===== src/afesc_pkg.sv =====
// shared constants and types for the sampling and clamp control block
package afesc_pkg;

  // ---------------------------------------------------------------
  // register byte offsets
  // ---------------------------------------------------------------
  localparam logic [7:0] AFESC_OFF_MODE = 8'h00;
  localparam logic [7:0] AFESC_OFF_CLAMP = 8'h04;
  localparam logic [7:0] AFESC_OFF_CMD = 8'h08;
  localparam logic [7:0] AFESC_OFF_STATUS = 8'h0C;
  localparam logic [7:0] AFESC_OFF_COEF_R = 8'h10;
  localparam logic [7:0] AFESC_OFF_COEF_G = 8'h14;
  localparam logic [7:0] AFESC_OFF_COEF_B = 8'h18;

  // ---------------------------------------------------------------
  // field positions
  // ---------------------------------------------------------------
  localparam int AFESC_MODE_LSB = 0;
  localparam int AFESC_MONO_LSB = 2;
  localparam int AFESC_CYCLEFN_BIT = 4;
  localparam int AFESC_FRAME_BIT = 5;
  localparam int AFESC_INTCOL_LSB = 6;
  localparam int AFESC_NIBBLE_BIT = 8;
  localparam int AFESC_RSPOS_LSB = 0;
  localparam int AFESC_INTCLAMP_BIT = 2;
  localparam int AFESC_REFCODE_LSB = 3;
  localparam int AFESC_RANGE_BIT = 7;
  localparam int AFESC_EXTREF_BIT = 8;
  localparam int AFESC_CDS_BIT = 9;
  localparam int AFESC_CMD_ADV_BIT = 0;
  localparam int AFESC_CMD_RED_BIT = 1;
  localparam int AFESC_GAIN_LSB = 0;
  localparam int AFESC_OFFSET_LSB = 8;

  // ---------------------------------------------------------------
  // reset values
  // ---------------------------------------------------------------
  localparam logic AFESC_RST_CDS = 1'b1;
  localparam logic [7:0] AFESC_RST_GAIN = 8'h00;
  localparam logic [7:0] AFESC_RST_OFFSET = 8'h80;

  // ---------------------------------------------------------------
  // timing within a pixel, in master clock cycles after the edge
  // ---------------------------------------------------------------
  localparam logic [3:0] AFESC_RS_BASE = 4'h2;
  localparam logic [3:0] AFESC_CLAMP_LEN = 4'h2;
  localparam logic [3:0] AFESC_CONV_AT = 4'h1;
  localparam logic [3:0] AFESC_PIX_LAST = 4'hF;

  // ---------------------------------------------------------------
  // sampling modes and colours
  // ---------------------------------------------------------------
  typedef enum logic [1:0] {AFESC_PIXEL, AFESC_MONO, AFESC_LINE} afesc_mode_t;
  localparam logic [1:0] AFESC_RED = 2'h0;
  localparam logic [1:0] AFESC_GREEN = 2'h1;
  localparam logic [1:0] AFESC_BLUE = 2'h2;

endpackage : afesc_pkg


===== src/afesc_top.sv =====
// sampling mode, auto-cycle and clamp timing control with an AHB-Lite register slave
//
// The AHB-Lite register port and the address map were decided locally.
`timescale 1ns/1ps

// How it works
// - pixel colour mode samples, converts all three
// - mono samples one chosen input, own channel
// - line mode routes chosen input to red
// - line mode powers down green and blue
// - cycle pin pulses step colour and coefficients
// - register commands can set other colour sequences
// - clamp pulse timed from clock, sample pulse
// - clamp switch closed only while pulse active
// - clamp pin sampled at sample-pulse clock edge
// - sampled high arms clamp, low suppresses it
// - two-bit position places clamp and reset sample
// - auto-cycling makes internal enable decide clamping
// - reference DAC driven from four-bit code
// - range bit enlarges reference DAC range
// - external reference bit disables reference DAC
// - double sampling set references reset level
// - double sampling clear samples reference pin
// - clamping works with either referencing mode
// - each channel gets own gain and offset
// - sixteen-bit word out in bytes or nibbles
// - frame bit lets register pick line colour
module afesc_top
  import afesc_pkg::*;
(
  input wire logic clk, // master clock
  input wire logic rstn, // async reset, active low
  input wire logic hsel, // slave select
  input wire logic [31:0] haddr, // byte address
  input wire logic [1:0] htrans, // transfer type
  input wire logic hwrite, // write when high
  input wire logic [2:0] hsize, // transfer size
  input wire logic [31:0] hwdata, // write data
  input wire logic hready, // bus ready
  output logic hreadyout, // slave ready
  output logic [31:0] hrdata, // read data
  output logic hresp, // always okay
  input wire logic pixelSamplePulse, // per-pixel sample pulse pin
  input wire logic clampCyclePin, // clamp level or cycle pulse pin
  input wire logic [15:0] adcWord, // converter result
  input wire logic adcDone, // result valid pulse
  output logic internalClampPulse, // closes the clamp switch
  output logic resetSampleStrobe, // reset level sampling instant
  output logic videoSampleStrobe, // video level sampling instant
  output logic refPinSampleStrobe, // reference pin sampling instant
  output logic refFromReset, // high: reference is reset level
  output logic [2:0] sampleEnable, // channels that sample, r g b
  output logic [2:0] channelPower, // channel power, r g b
  output logic [1:0] redInputSelect, // input feeding red channel
  output logic clampRefDacEnable, // reference DAC drives the pin
  output logic [3:0] clampRefCode, // reference DAC code
  output logic clampRefRange, // reference DAC wide range
  output logic [7:0] redGain, // red channel gain
  output logic [7:0] redOffset, // red channel offset
  output logic [7:0] greenGain, // green channel gain
  output logic [7:0] greenOffset, // green channel offset
  output logic [7:0] blueGain, // blue channel gain
  output logic [7:0] blueOffset, // blue channel offset
  output logic convStart, // start one conversion
  output logic [1:0] convChannel, // channel to convert
  output logic [7:0] dataOut, // output data bus
  output logic dataOe // output bus enable
);

  // ---------------------------------------------------------------
  // state
  // ---------------------------------------------------------------
  typedef struct packed {
    logic pixMeta; // sync stage one
    logic pixSync; // sync stage two
    logic pixLast; // edge detect
    logic pinMeta; // sync stage one
    logic pinSync; // sync stage two
    logic pinLast; // edge detect
    logic [3:0] pixCnt; // cycles since pixel edge
    logic inPixel; // counter running
    logic clampArm; // clamp wanted on next reset level
    logic [1:0] colour; // auto-cycle colour
    afesc_mode_t mode; // sampling mode
    logic [1:0] monoSel; // mono input
    logic cycleFn; // pin is the cycle input
    logic frameMode; // colour from register
    logic [1:0] intColour; // register colour
    logic nibble; // nibble output format
    logic [1:0] rsPos; // reset sample position
    logic intClampEn; // clamp enable under auto-cycle
    logic [3:0] refCode; // reference DAC code
    logic refRange; // reference DAC range
    logic dacOn; // reference DAC drives pin
    logic cdsEn; // double sampling
    logic [2:0][15:0] coef; // offset and gain per colour
    logic pend; // data phase pending
    logic pendWrite; // pending is a write
    logic pendWord; // pending is a word access
    logic [7:0] pendAddr; // pending byte address
    logic hreadyout; // bus ready out
    logic [31:0] hrdata; // bus read data
    logic clampPulse; // clamp pulse
    logic resetStrobe; // reset sample
    logic videoStrobe; // video sample
    logic refStrobe; // reference pin sample
    logic refReset; // referencing select
    logic [2:0] sampleEn; // sampling channels
    logic [2:0] power; // powered channels
    logic [1:0] redSrc; // red channel input
    logic [2:0][7:0] gain; // gain outputs
    logic [2:0][7:0] offset; // offset outputs
    logic conv; // conversion start
    logic [1:0] convCh; // conversion channel
    logic pixAll; // three conversions
    logic [15:0] shiftWord; // remaining output bits
    logic [1:0] shiftLeft; // chunks still to send
    logic [7:0] dout; // data bus
    logic doe; // data enable
  } afesc_state_t;

  afesc_state_t r; // registered state
  afesc_state_t next_r; // next state
  logic rstnMeta; // reset sync stage one
  logic rstnSync; // released reset

  // ---------------------------------------------------------------
  // helpers
  // ---------------------------------------------------------------
  // red, green, blue, then red again
  function automatic logic [1:0] colourNext(input logic [1:0] c);
    colourNext = (c == AFESC_BLUE) ? AFESC_RED : c + 2'h1;
  endfunction : colourNext

  // an unused colour code falls back to red
  function automatic logic [1:0] colourLegal(input logic [1:0] c);
    colourLegal = (c > AFESC_BLUE) ? AFESC_RED : c;
  endfunction : colourLegal

  // top chunk of a word for the bus
  function automatic logic [7:0] chunk(input logic [15:0] w, input logic nib);
    chunk = nib ? {w[15:12], 4'h0} : w[15:8];
  endfunction : chunk

  // ---------------------------------------------------------------
  // reset release
  // ---------------------------------------------------------------
  // release is synchronous so all state leaves reset on one edge
  always_ff @(posedge clk or negedge rstn) begin
    if (!rstn) begin
      rstnMeta <= 1'b0;
      rstnSync <= 1'b0;
    end else begin
      rstnMeta <= 1'b1;
      rstnSync <= rstnMeta;
    end
  end

  // ---------------------------------------------------------------
  // next state
  // ---------------------------------------------------------------
  always_comb begin
    logic pixEdge; // new pixel
    logic pinEdge; // cycle pulse
    logic autoOn; // pin drives auto-cycle
    logic [1:0] lineColour; // active line colour
    logic [1:0] procCh; // single processing channel
    logic [3:0] rsAt; // reset sample cycle
    logic accept; // address phase taken
    pixEdge = 1'b0;
    pinEdge = 1'b0;
    autoOn = 1'b0;
    lineColour = AFESC_RED;
    procCh = AFESC_RED;
    rsAt = 4'h0;
    accept = 1'b0;
    next_r = r;

    // pins pass two flops before use
    next_r.pixMeta = pixelSamplePulse;
    next_r.pixSync = r.pixMeta;
    next_r.pixLast = r.pixSync;
    next_r.pinMeta = clampCyclePin;
    next_r.pinSync = r.pinMeta;
    next_r.pinLast = r.pinSync;
    pixEdge = r.pixSync & ~r.pixLast;
    pinEdge = r.pinSync & ~r.pinLast;
    autoOn = r.cycleFn;

    if (autoOn && !r.frameMode && (r.mode == AFESC_LINE) && pinEdge) begin
      next_r.colour = colourNext(r.colour);
    end

    // one edge per pixel restarts timing
    if (pixEdge) begin
      next_r.pixCnt = 4'h0;
      next_r.inPixel = 1'b1;
      if (autoOn) begin
        next_r.clampArm = r.intClampEn;
      end else begin
        next_r.clampArm = r.pinSync;
      end
    end else if (r.inPixel) begin
      // stop at the end rather than wrap
      next_r.pixCnt = r.pixCnt + 4'h1;
      if (r.pixCnt == AFESC_PIX_LAST - 4'h1) begin
        next_r.inPixel = 1'b0;
      end
    end

    rsAt = AFESC_RS_BASE + {2'b00, r.rsPos};
    next_r.clampPulse = next_r.inPixel && next_r.clampArm &&
                        (next_r.pixCnt >= rsAt) &&
                        (next_r.pixCnt < rsAt + AFESC_CLAMP_LEN);
    // reset level sampled regardless of clamp
    next_r.resetStrobe = next_r.inPixel && r.cdsEn && (next_r.pixCnt == rsAt);
    next_r.videoStrobe = pixEdge;
    // reference pin with the video level
    next_r.refStrobe = pixEdge && !r.cdsEn;
    next_r.refReset = r.cdsEn;

    lineColour = r.frameMode ? colourLegal(r.intColour) : r.colour;

    // channel routing by mode
    next_r.gain[1] = r.coef[1][AFESC_GAIN_LSB +: 8];
    next_r.offset[1] = r.coef[1][AFESC_OFFSET_LSB +: 8];
    next_r.gain[2] = r.coef[2][AFESC_GAIN_LSB +: 8];
    next_r.offset[2] = r.coef[2][AFESC_OFFSET_LSB +: 8];
    next_r.gain[0] = r.coef[0][AFESC_GAIN_LSB +: 8];
    next_r.offset[0] = r.coef[0][AFESC_OFFSET_LSB +: 8];
    case (r.mode)
      AFESC_MONO: begin
        procCh = colourLegal(r.monoSel);
        next_r.sampleEn = 3'b001 << procCh;
        next_r.power = 3'b111;
        next_r.redSrc = AFESC_RED;
      end
      AFESC_LINE: begin
        procCh = AFESC_RED;
        next_r.sampleEn = 3'b001;
        next_r.redSrc = lineColour;
        next_r.power = 3'b001;
        next_r.gain[0] = r.coef[lineColour][AFESC_GAIN_LSB +: 8];
        next_r.offset[0] = r.coef[lineColour][AFESC_OFFSET_LSB +: 8];
      end
      default: begin
        procCh = AFESC_RED;
        next_r.sampleEn = 3'b111;
        next_r.power = 3'b111;
        next_r.redSrc = AFESC_RED;
      end
    endcase

    // schedule fixed at pixel start
    if (pixEdge) begin
      next_r.pixAll = (next_r.sampleEn == 3'b111);
    end

    // conversion schedule inside the pixel
    if (next_r.pixAll) begin
      next_r.conv = next_r.inPixel && (next_r.pixCnt >= AFESC_CONV_AT) &&
                    (next_r.pixCnt < AFESC_CONV_AT + 4'h3);
      next_r.convCh = 2'(next_r.pixCnt - AFESC_CONV_AT);
    end else begin
      next_r.conv = next_r.inPixel && (next_r.pixCnt == AFESC_CONV_AT);
      next_r.convCh = procCh;
    end

    // word out as two bytes or four nibbles
    if (adcDone) begin
      // a new word cuts short any old one
      next_r.dout = chunk(adcWord, r.nibble);
      next_r.shiftWord = r.nibble ? {adcWord[11:0], 4'h0} : {adcWord[7:0], 8'h00};
      next_r.shiftLeft = r.nibble ? 2'h3 : 2'h1;
      next_r.doe = 1'b1;
    end else if (r.shiftLeft != 2'h0) begin
      next_r.dout = chunk(r.shiftWord, r.nibble);
      next_r.shiftWord = r.nibble ? {r.shiftWord[11:0], 4'h0} : {r.shiftWord[7:0], 8'h00};
      next_r.shiftLeft = r.shiftLeft - 2'h1;
    end else begin
      next_r.doe = 1'b0;
      next_r.dout = 8'h00;
    end

    // bus address phase, one wait state per transfer
    accept = hsel && htrans[1] && hready;
    if (accept) begin
      next_r.pend = 1'b1;
      next_r.pendWrite = hwrite;
      next_r.pendWord = (hsize == 3'h2);
      next_r.pendAddr = haddr[7:0];
      next_r.hreadyout = 1'b0;
    end

    // data phase: hwdata stands now
    if (r.pend) begin
      next_r.pend = 1'b0;
      next_r.hreadyout = 1'b1;
      next_r.hrdata = 32'h0000_0000;
      if (r.pendWrite && r.pendWord) begin
        if (r.pendAddr == AFESC_OFF_MODE) begin
          // a code past line mode falls back to pixel mode
          if (hwdata[AFESC_MODE_LSB +: 2] > 2'h2) begin
            next_r.mode = AFESC_PIXEL;
          end else begin
            next_r.mode = afesc_mode_t'(hwdata[AFESC_MODE_LSB +: 2]);
          end
          next_r.monoSel = hwdata[AFESC_MONO_LSB +: 2];
          next_r.cycleFn = hwdata[AFESC_CYCLEFN_BIT];
          next_r.frameMode = hwdata[AFESC_FRAME_BIT];
          next_r.intColour = hwdata[AFESC_INTCOL_LSB +: 2];
          next_r.nibble = hwdata[AFESC_NIBBLE_BIT];
        end else if (r.pendAddr == AFESC_OFF_CLAMP) begin
          next_r.rsPos = hwdata[AFESC_RSPOS_LSB +: 2];
          next_r.intClampEn = hwdata[AFESC_INTCLAMP_BIT];
          next_r.refCode = hwdata[AFESC_REFCODE_LSB +: 4];
          next_r.refRange = hwdata[AFESC_RANGE_BIT];
          next_r.dacOn = ~hwdata[AFESC_EXTREF_BIT];
          next_r.cdsEn = hwdata[AFESC_CDS_BIT];
        end else if (r.pendAddr == AFESC_OFF_CMD) begin
          if (hwdata[AFESC_CMD_RED_BIT]) begin
            next_r.colour = AFESC_RED;
          end else if (hwdata[AFESC_CMD_ADV_BIT]) begin
            next_r.colour = colourNext(r.colour);
          end
        end else if (r.pendAddr == AFESC_OFF_COEF_R) begin
          next_r.coef[0] = hwdata[15:0];
        end else if (r.pendAddr == AFESC_OFF_COEF_G) begin
          next_r.coef[1] = hwdata[15:0];
        end else if (r.pendAddr == AFESC_OFF_COEF_B) begin
          next_r.coef[2] = hwdata[15:0];
        end
        // unmapped writes are dropped with an okay answer
      end else if (!r.pendWrite) begin
        if (r.pendAddr == AFESC_OFF_MODE) begin
          next_r.hrdata[AFESC_MODE_LSB +: 2] = r.mode;
          next_r.hrdata[AFESC_MONO_LSB +: 2] = r.monoSel;
          next_r.hrdata[AFESC_CYCLEFN_BIT] = r.cycleFn;
          next_r.hrdata[AFESC_FRAME_BIT] = r.frameMode;
          next_r.hrdata[AFESC_INTCOL_LSB +: 2] = r.intColour;
          next_r.hrdata[AFESC_NIBBLE_BIT] = r.nibble;
        end else if (r.pendAddr == AFESC_OFF_CLAMP) begin
          next_r.hrdata[AFESC_RSPOS_LSB +: 2] = r.rsPos;
          next_r.hrdata[AFESC_INTCLAMP_BIT] = r.intClampEn;
          next_r.hrdata[AFESC_REFCODE_LSB +: 4] = r.refCode;
          next_r.hrdata[AFESC_RANGE_BIT] = r.refRange;
          next_r.hrdata[AFESC_EXTREF_BIT] = ~r.dacOn;
          next_r.hrdata[AFESC_CDS_BIT] = r.cdsEn;
        end else if (r.pendAddr == AFESC_OFF_STATUS) begin
          // live colour, arm and clamp state
          next_r.hrdata[1:0] = lineColour;
          next_r.hrdata[2] = r.clampArm;
          next_r.hrdata[3] = r.clampPulse;
        end else if (r.pendAddr == AFESC_OFF_COEF_R) begin
          next_r.hrdata[15:0] = r.coef[0];
        end else if (r.pendAddr == AFESC_OFF_COEF_G) begin
          next_r.hrdata[15:0] = r.coef[1];
        end else if (r.pendAddr == AFESC_OFF_COEF_B) begin
          next_r.hrdata[15:0] = r.coef[2];
        end
        // command and unmapped reads give zero
      end
    end
  end

  // ---------------------------------------------------------------
  // state register
  // ---------------------------------------------------------------
  always_ff @(posedge clk or negedge rstnSync) begin
    if (!rstnSync) begin
      r <= '0;
      r.mode <= AFESC_PIXEL;
      r.cdsEn <= AFESC_RST_CDS;
      r.refReset <= AFESC_RST_CDS;
      r.coef <= {3{AFESC_RST_OFFSET, AFESC_RST_GAIN}};
      r.offset <= {3{AFESC_RST_OFFSET}};
      r.gain <= {3{AFESC_RST_GAIN}};
      r.sampleEn <= 3'b111;
      r.power <= 3'b111;
      r.hreadyout <= 1'b1;
      r.dacOn <= 1'b1;
    end else begin
      r <= next_r;
    end
  end

  // ---------------------------------------------------------------
  // outputs straight from flops, hresp tied low
  // ---------------------------------------------------------------
  assign hreadyout = r.hreadyout;
  assign hrdata = r.hrdata;
  assign hresp = 1'b0;
  assign internalClampPulse = r.clampPulse;
  assign resetSampleStrobe = r.resetStrobe;
  assign videoSampleStrobe = r.videoStrobe;
  assign refPinSampleStrobe = r.refStrobe;
  assign refFromReset = r.refReset;
  assign sampleEnable = r.sampleEn;
  assign channelPower = r.power;
  assign redInputSelect = r.redSrc;
  assign clampRefDacEnable = r.dacOn;
  assign clampRefCode = r.refCode;
  assign clampRefRange = r.refRange;
  assign redGain = r.gain[0];
  assign redOffset = r.offset[0];
  assign greenGain = r.gain[1];
  assign greenOffset = r.offset[1];
  assign blueGain = r.gain[2];
  assign blueOffset = r.offset[2];
  assign convStart = r.conv;
  assign convChannel = r.convCh;
  assign dataOut = r.dout;
  assign dataOe = r.doe;

endmodule : afesc_top


===== config.mk =====
export PLATFORM = sky130hd
export DESIGN_NAME = afesc_top
export DESIGN_NICKNAME = d
export VERILOG_FILES = /design/src/afesc_pkg.sv /design/src/afesc_top.sv
export SDC_FILE = /design/constraint.sdc
export NUM_CORES = 1
export LEC_CHECK = 0
export ABC_AREA = 1
export ABC_CLOCK_PERIOD_IN_PS = 15600
export BUFFER_PORTS_ARGS = -buffer_cell sky130_fd_sc_hd__buf_2
export CORE_ASPECT_RATIO = 0.9
export CORE_MARGIN = 5
export CORE_UTILIZATION = 61
export CTS_BUF_LIST = sky130_fd_sc_hd__clkbuf_4
export DETAILED_ROUTE_END_ITERATION = 7
export PLACE_DENSITY_LB_ADDON = 0.08
export SLEW_MARGIN = 20
export SYNTH_ARGS = -nofsm -noshare
export SYNTH_HDL_FRONTEND = slang
export SYNTH_SLANG_ARGS = --single-unit

===== constraint.sdc =====
create_clock -name clk -period 15.6 [get_ports clk]
set_input_delay 3.12 -clock clk [delete_from_list [all_inputs] [get_ports clk]]
set_output_delay 3.12 -clock clk [all_outputs]
set_load 0.005 [all_outputs]

### After elaboration in Yosys (flattened, before gate mapping)

Cells that the tools add are included.
W data, S select, Z words.

* register bits after elaboration: 203
* input bits: 93
* output and inout port bits: 113
* logic and storage cells: 179

* $add $sub $neg: 6
* $lt $le $gt $ge: 8
* equality and inequality tests: 15
* shift-type cells: 1
* multiplexer cells: 58
* bitwise operators: 11
* reduce and logical (&&, ||, !) cells: 26

Operator list (count)
* $mux W16: 12
* $mux W48: 2
* $mux W70: 1
* $mux W69: 1
* $mux W58: 1
* $mux W33: 1
* $bmux W16 S2: 1
* $mux W32: 1
* $mux W27: 1
* $mux W2: 13
* $eq A8 B5 Y1 const B: 3
* $mux W12: 2
* $mux W8: 3
* $mux W10: 2
* $mux W18: 1
* $mux W9: 2
* $eq A8 B4 Y1 const B: 2
* $pmux W8 S2: 1
* $logic_and A1 B1 Y1: 15
* $mux W4: 3
* $mux W5: 2
* $not A1 Y1: 9
* $eq A8 B3 Y1 const B: 1
* $logic_not A8 Y1: 1
* other kinds (32): 44

### Longest topological paths before layout

* depth in word-level cells: 12
* mapped depth: 11
* depth with buffers taken out: 11

### Worst setup path after synthesis

No wires, ideal clock.

* kind: input-to-reg
* from: in adcDone
* to: reg r[20] in the netlist's numbering
* library setup time: 0.091 ns
* arrival: 3.968 ns
* data required time: 15.509 ns
* setup slack: 11.541 ns
* stages: 5
* path buffers: 2
* path through: clkbuf_1 -> nor2_1 -> buf_2 -> a22oi_1 -> o221ai_1

* word-level cells in the longest chain between the ends: 1
* elaborated cells between the ends (all ways): 2
* those cells by class: 1 x mux; 1 x reduce/logical

RTL lines
* from (decl): RTL line afesc_top.sv:46 `input wire logic adcDone,`
* $mux W27 or $reduce_bool A2 Y1 (tied branches)
* to (signal assigned): RTL line afesc_top.sv:383 `r <= next_r;`
* to (decl): RTL line afesc_top.sv:122 `afesc_state_t r;`

Parallel ways exist; a longest one is shown, timed or not.
A chain may end at the register's enable or synchronous reset.

### Final worst setup path

* from: reg r (netlist bit clampRefDacEnable)
* to: out clampRefDacEnable

RTL lines
* to (decl): RTL line afesc_top.sv:55 `output logic clampRefDacEnable,`

No word-level cell between the ends.

==> Flow_metrics.wiki <==
{| class="wikitable"
! Metric !! Value
|-
| Max-slew violation total from the final report || 0
|-
| Overall fraction of global-route tracks in use || about a quarter
|-
| Proportion of layout cells with a drive suffix above 1 || 21.1%
|-
| Final worst clock skew || 21.2 ps
|-
| Number of buffers created by CTS || 17
|-
| Setup repair after global routing missed its margin || no
|-
| Class of the most critical hold timing path || reg -> async
|-
| Ratio of final minimum period to clock period || between 20% and 30%
|-
| Initial cell density of the core || 62.3%
|-
| Flip-flop and latch count after synthesis || around 200
|-
| Die Area || 0.0176 mm²
|-
| Main area contributors after synthesis || sky130_fd_sc_hd__dfrtp_1 (50%), sky130_fd_sc_hd__nand2_1 (10%), sky130_fd_sc_hd__buf_4 (8.8%), sky130_fd_sc_hd__o21ai_0 (5.2%), sky130_fd_sc_hd__inv_1 (4.8%)
|-
| Category of the worst setup path launch point || register
|-
| Delay-heaviest family, CP || flip-flops
|-
| Number of ports placed on the die boundary || roughly 210
|-
| Cells along the critical path || buf_2
|-
| Final critical-path required period || about 4400 ps
|-
| DR WL/cell || approximately 15 µm
|-
| Worst flop-to-flop path startpoint || r[201]
|-
| End of the worst register-to-register path || redGain[2]
|-
| Worst vdd rail ir drop || between 0.05 and 0.06 mV
|-
| Max transition margin || between 30 and 40%
|-
| Status || finished clean
|-
| Post-synthesis cell count || about 1,000
|-
| Setup-failing EPs final || 0
|-
| Crit. End Element || primary output
|-
| Post-layout net count || 1,181
|-
| Main flop type after synthesis || sky130_fd_sc_hd__dfrtp_1
|-
| Worst path max stage delay || approximately 580 ps
|-
| Critical path launch point || clampRefDacEnable
|-
| TritonRoute pass-1 iters || 5
|-
| Cell with the most instances after synthesis || sky130_fd_sc_hd__nand2_1
|-
| Total buffers and inverters traversed by the critical path || 1
|-
| Critical Setup Path Class || reg -> out
|-
| Critical path required time || about 12,000 ps
|-
| Via count normalized by instance count || 5.13
|-
| Skew-Pair Late Insertion Delay || just under 600 ps
|-
| Antenna violations before repair || 0
|-
| Power density over the cells || approximately 110 mW/mm²
|-
| Wire length of the first global-routing pass || ~33 mm
|-
| Number of levels in the clock H-tree || 4
|-
| Leftover overflow at the end of global routing || 0
|-
| Most numerous cell types in the synthesized netlist || sky130_fd_sc_hd__nand2_1 (251), sky130_fd_sc_hd__dfrtp_1 (183), sky130_fd_sc_hd__inv_1 (117)
|-
| Cell Rows || 42
|-
| Area of the core region || about 0.015 mm²
|-
| Clock transition time at the flip-flop clock pins of the worst setup and hold paths || approximately 150 ps
|-
| Clock tree from TritonCTS || yes
|-
| Chip Height || between 100 and 150 µm
|-
| Length in cells of the worst reg-to-reg path || 6
|-
| Maximum clock frequency || between 200 and 250 MHz
|-
| Number of antenna cells inserted || 0
|-
| Count of distinct cell types in the synthesized netlist || 37
|-
| TritonCTS sink count || roughly 200
|-
| Minimum setup slack in the final design || 11,210 ps
|-
| Synth top area share || 49.9%
|-
| Logic depth of the worst setup path including buffers || 1
|-
| Count of nets left with antenna violations after detail routing || 0
|-
| Layout overhead on the synthesized area || 4.57%
|-
| WL final || a little under 20 mm
|-
| Number of global-route vias before repair || between 6,000 and 7,000
|-
| Aggregate negative setup slack || 0 ps
|-
| Critical-path maximum fanout || 3
|-
| Count of buffers from port buffering || between 100 and 150
|-
| Drt initial violations || 488
|-
| Fraction of synthesis flops using an asynchronous set or reset pin || 100%
|-
| Hold-fix buffers, CTS || 0
|-
| Number of hold violations in the final report || 0
|-
| Root buffer selected by CTS || sky130_fd_sc_hd__clkbuf_4
|-
| Critical Path Slowest Stage Cell || sky130_fd_sc_hd__dfstp_2
|-
| PostCTS Resize Cnt || 0
|-
| Utilization after layout || around two thirds
|-
| Leak || 5.37 nW
|-
| Cell taking the most area after synthesis || sky130_fd_sc_hd__dfrtp_1
|-
| Crit path capture || clampRefDacEnable
|-
| Number of fill cells || 1,287
|-
| CTS max path bufs || 2
|-
| Dpl ws || between 10,000 and 15,000 ps
|-
| Netlist area before placement || around 0.0092 mm²
|-
| Setup slack on the worst flop-to-flop path || about 13,000 ps
|-
| Count of flip-flops with a built-in enable after synthesis || 0
|-
| Synthesis warning total || 0
|-
| Post-CTS Setup Bufs || 0
|-
| Average cell area after synthesis || 8.96 µm²
|-
| Post-synthesis sequential area ratio || ~54%
|-
| Max-cap violations || 0
|-
| Measured slew at the worst slew-check pin || about 1000 ps
|-
| DRC violation count after routing || 0
|-
| CP arrival || about 1300 ps
|-
| Placed wire-length estimate || about 14 mm
|-
| Horizontal die dimension || approximately 140 µm
|-
| Largest net degree at the start of global routing || 86
|-
| Via count || approximately 6,600
|-
| Final GP Congestion || between 0.8 and 0.9
|}
-- report_power, final --
group	internal [W]	switching [W]
Combinational	0.0000518	0.0000914
Sequential	0.000543	0.0000195
Clock	0.000129	0.000175
-- cell families after synthesis --
logic type / share of synthesized area (%)
compound gates: 11.5
other cells: 0.0819
fa+ha+maj: 2.05
buf+inv: 15.8
flops: 54.0
simple gates: 16.6
-- area by class of cell --
type,instances,area (µm²),area share [%]
clock buffers,17,128,1.33
clock inverters,15,200,2.09
inverters,127,479,5.00
multi-input cells,582,2830,29.6
flip-flops and latches,197,4950,51.6
well taps,198,248,2.58
repair buffers,148,749,7.82
-- flip-flops by register name, summed over array words and instances, names as in the netlist, 2 cells and up --
signal          cells
sampleEnable        3
dataOut             8
blueOffset          8
redOffset           8
r                  64
next_r             37
blueGain            8
hrdata             16
redInputSelect      2
clampRefCode        4
convChannel         2
greenOffset         8
greenGain           8
redGain             8
-- routing by layer --
layer / GRT usage (%) / part of all wire, %
met1: 34.1 / 45
met2: 35.3 / 46
met3: 5.57 / 7.2
met4: 6.50 / 1.6
met5: 0 / 0
-- per-stage QoR --
stage	total power (W)	cells	area [µm²]	hold slack (ps)
6_report	0.00101	1284	9590	296
3_5_place_dp	0.000715	1252	9260	305
4_1_cts	0.00102	1284	9590	319
2_1_floorplan	0.000681	1040	9230	331
3_3_place_gp	0.000711	1252	9260	302
5_1_grt	0.00106	1284	9590	349
-- cells in the final DEF (no fill, tap or decap), drive strengths merged --
cell type  instances
clkbuf            17
buf              148
dfstp             14
o21ai            133
o21bai             1
bufinv             4
o221ai             6
nor3               5
dfrtp            183
nand4              1
ha                15
a31oi              1
o211ai             5
a22oi              8
nand2            259
conb              19
nand3             44
a21oi             27
o22ai              1
inv              127
nand3b             2
nor2              46
a22o               4
or2                3
clkinv            11
o31ai              2
-- worst register-to-register path, stage by stage (launching register included) --
cell	delay, ps
sky130_fd_sc_hd__dfrtp_1	430
sky130_fd_sc_hd__inv_1	80
sky130_fd_sc_hd__ha_1	760
sky130_fd_sc_hd__inv_1	340
sky130_fd_sc_hd__a21oi_4	550
sky130_fd_sc_hd__o21ai_0	280
sky130_fd_sc_hd__inv_1	90
-- how the worst min path moves through the flow --
| stage | to | slack [ps] | cells past startpoint |
|---|---|---|---|
| after CTS | greenOffset[4] | 320 | 0 |
| after global placement | greenOffset[4] | 300 | 0 |
| after detailed placement | greenOffset[4] | 310 | 0 |
| final | greenOffset[4] | 300 | 0 |
| after floorplan | next_r[211] | 330 | 0 |
| after global routing | greenOffset[4] | 350 | 0 |
No activity file was read; power rests on OpenSTA's default activity.
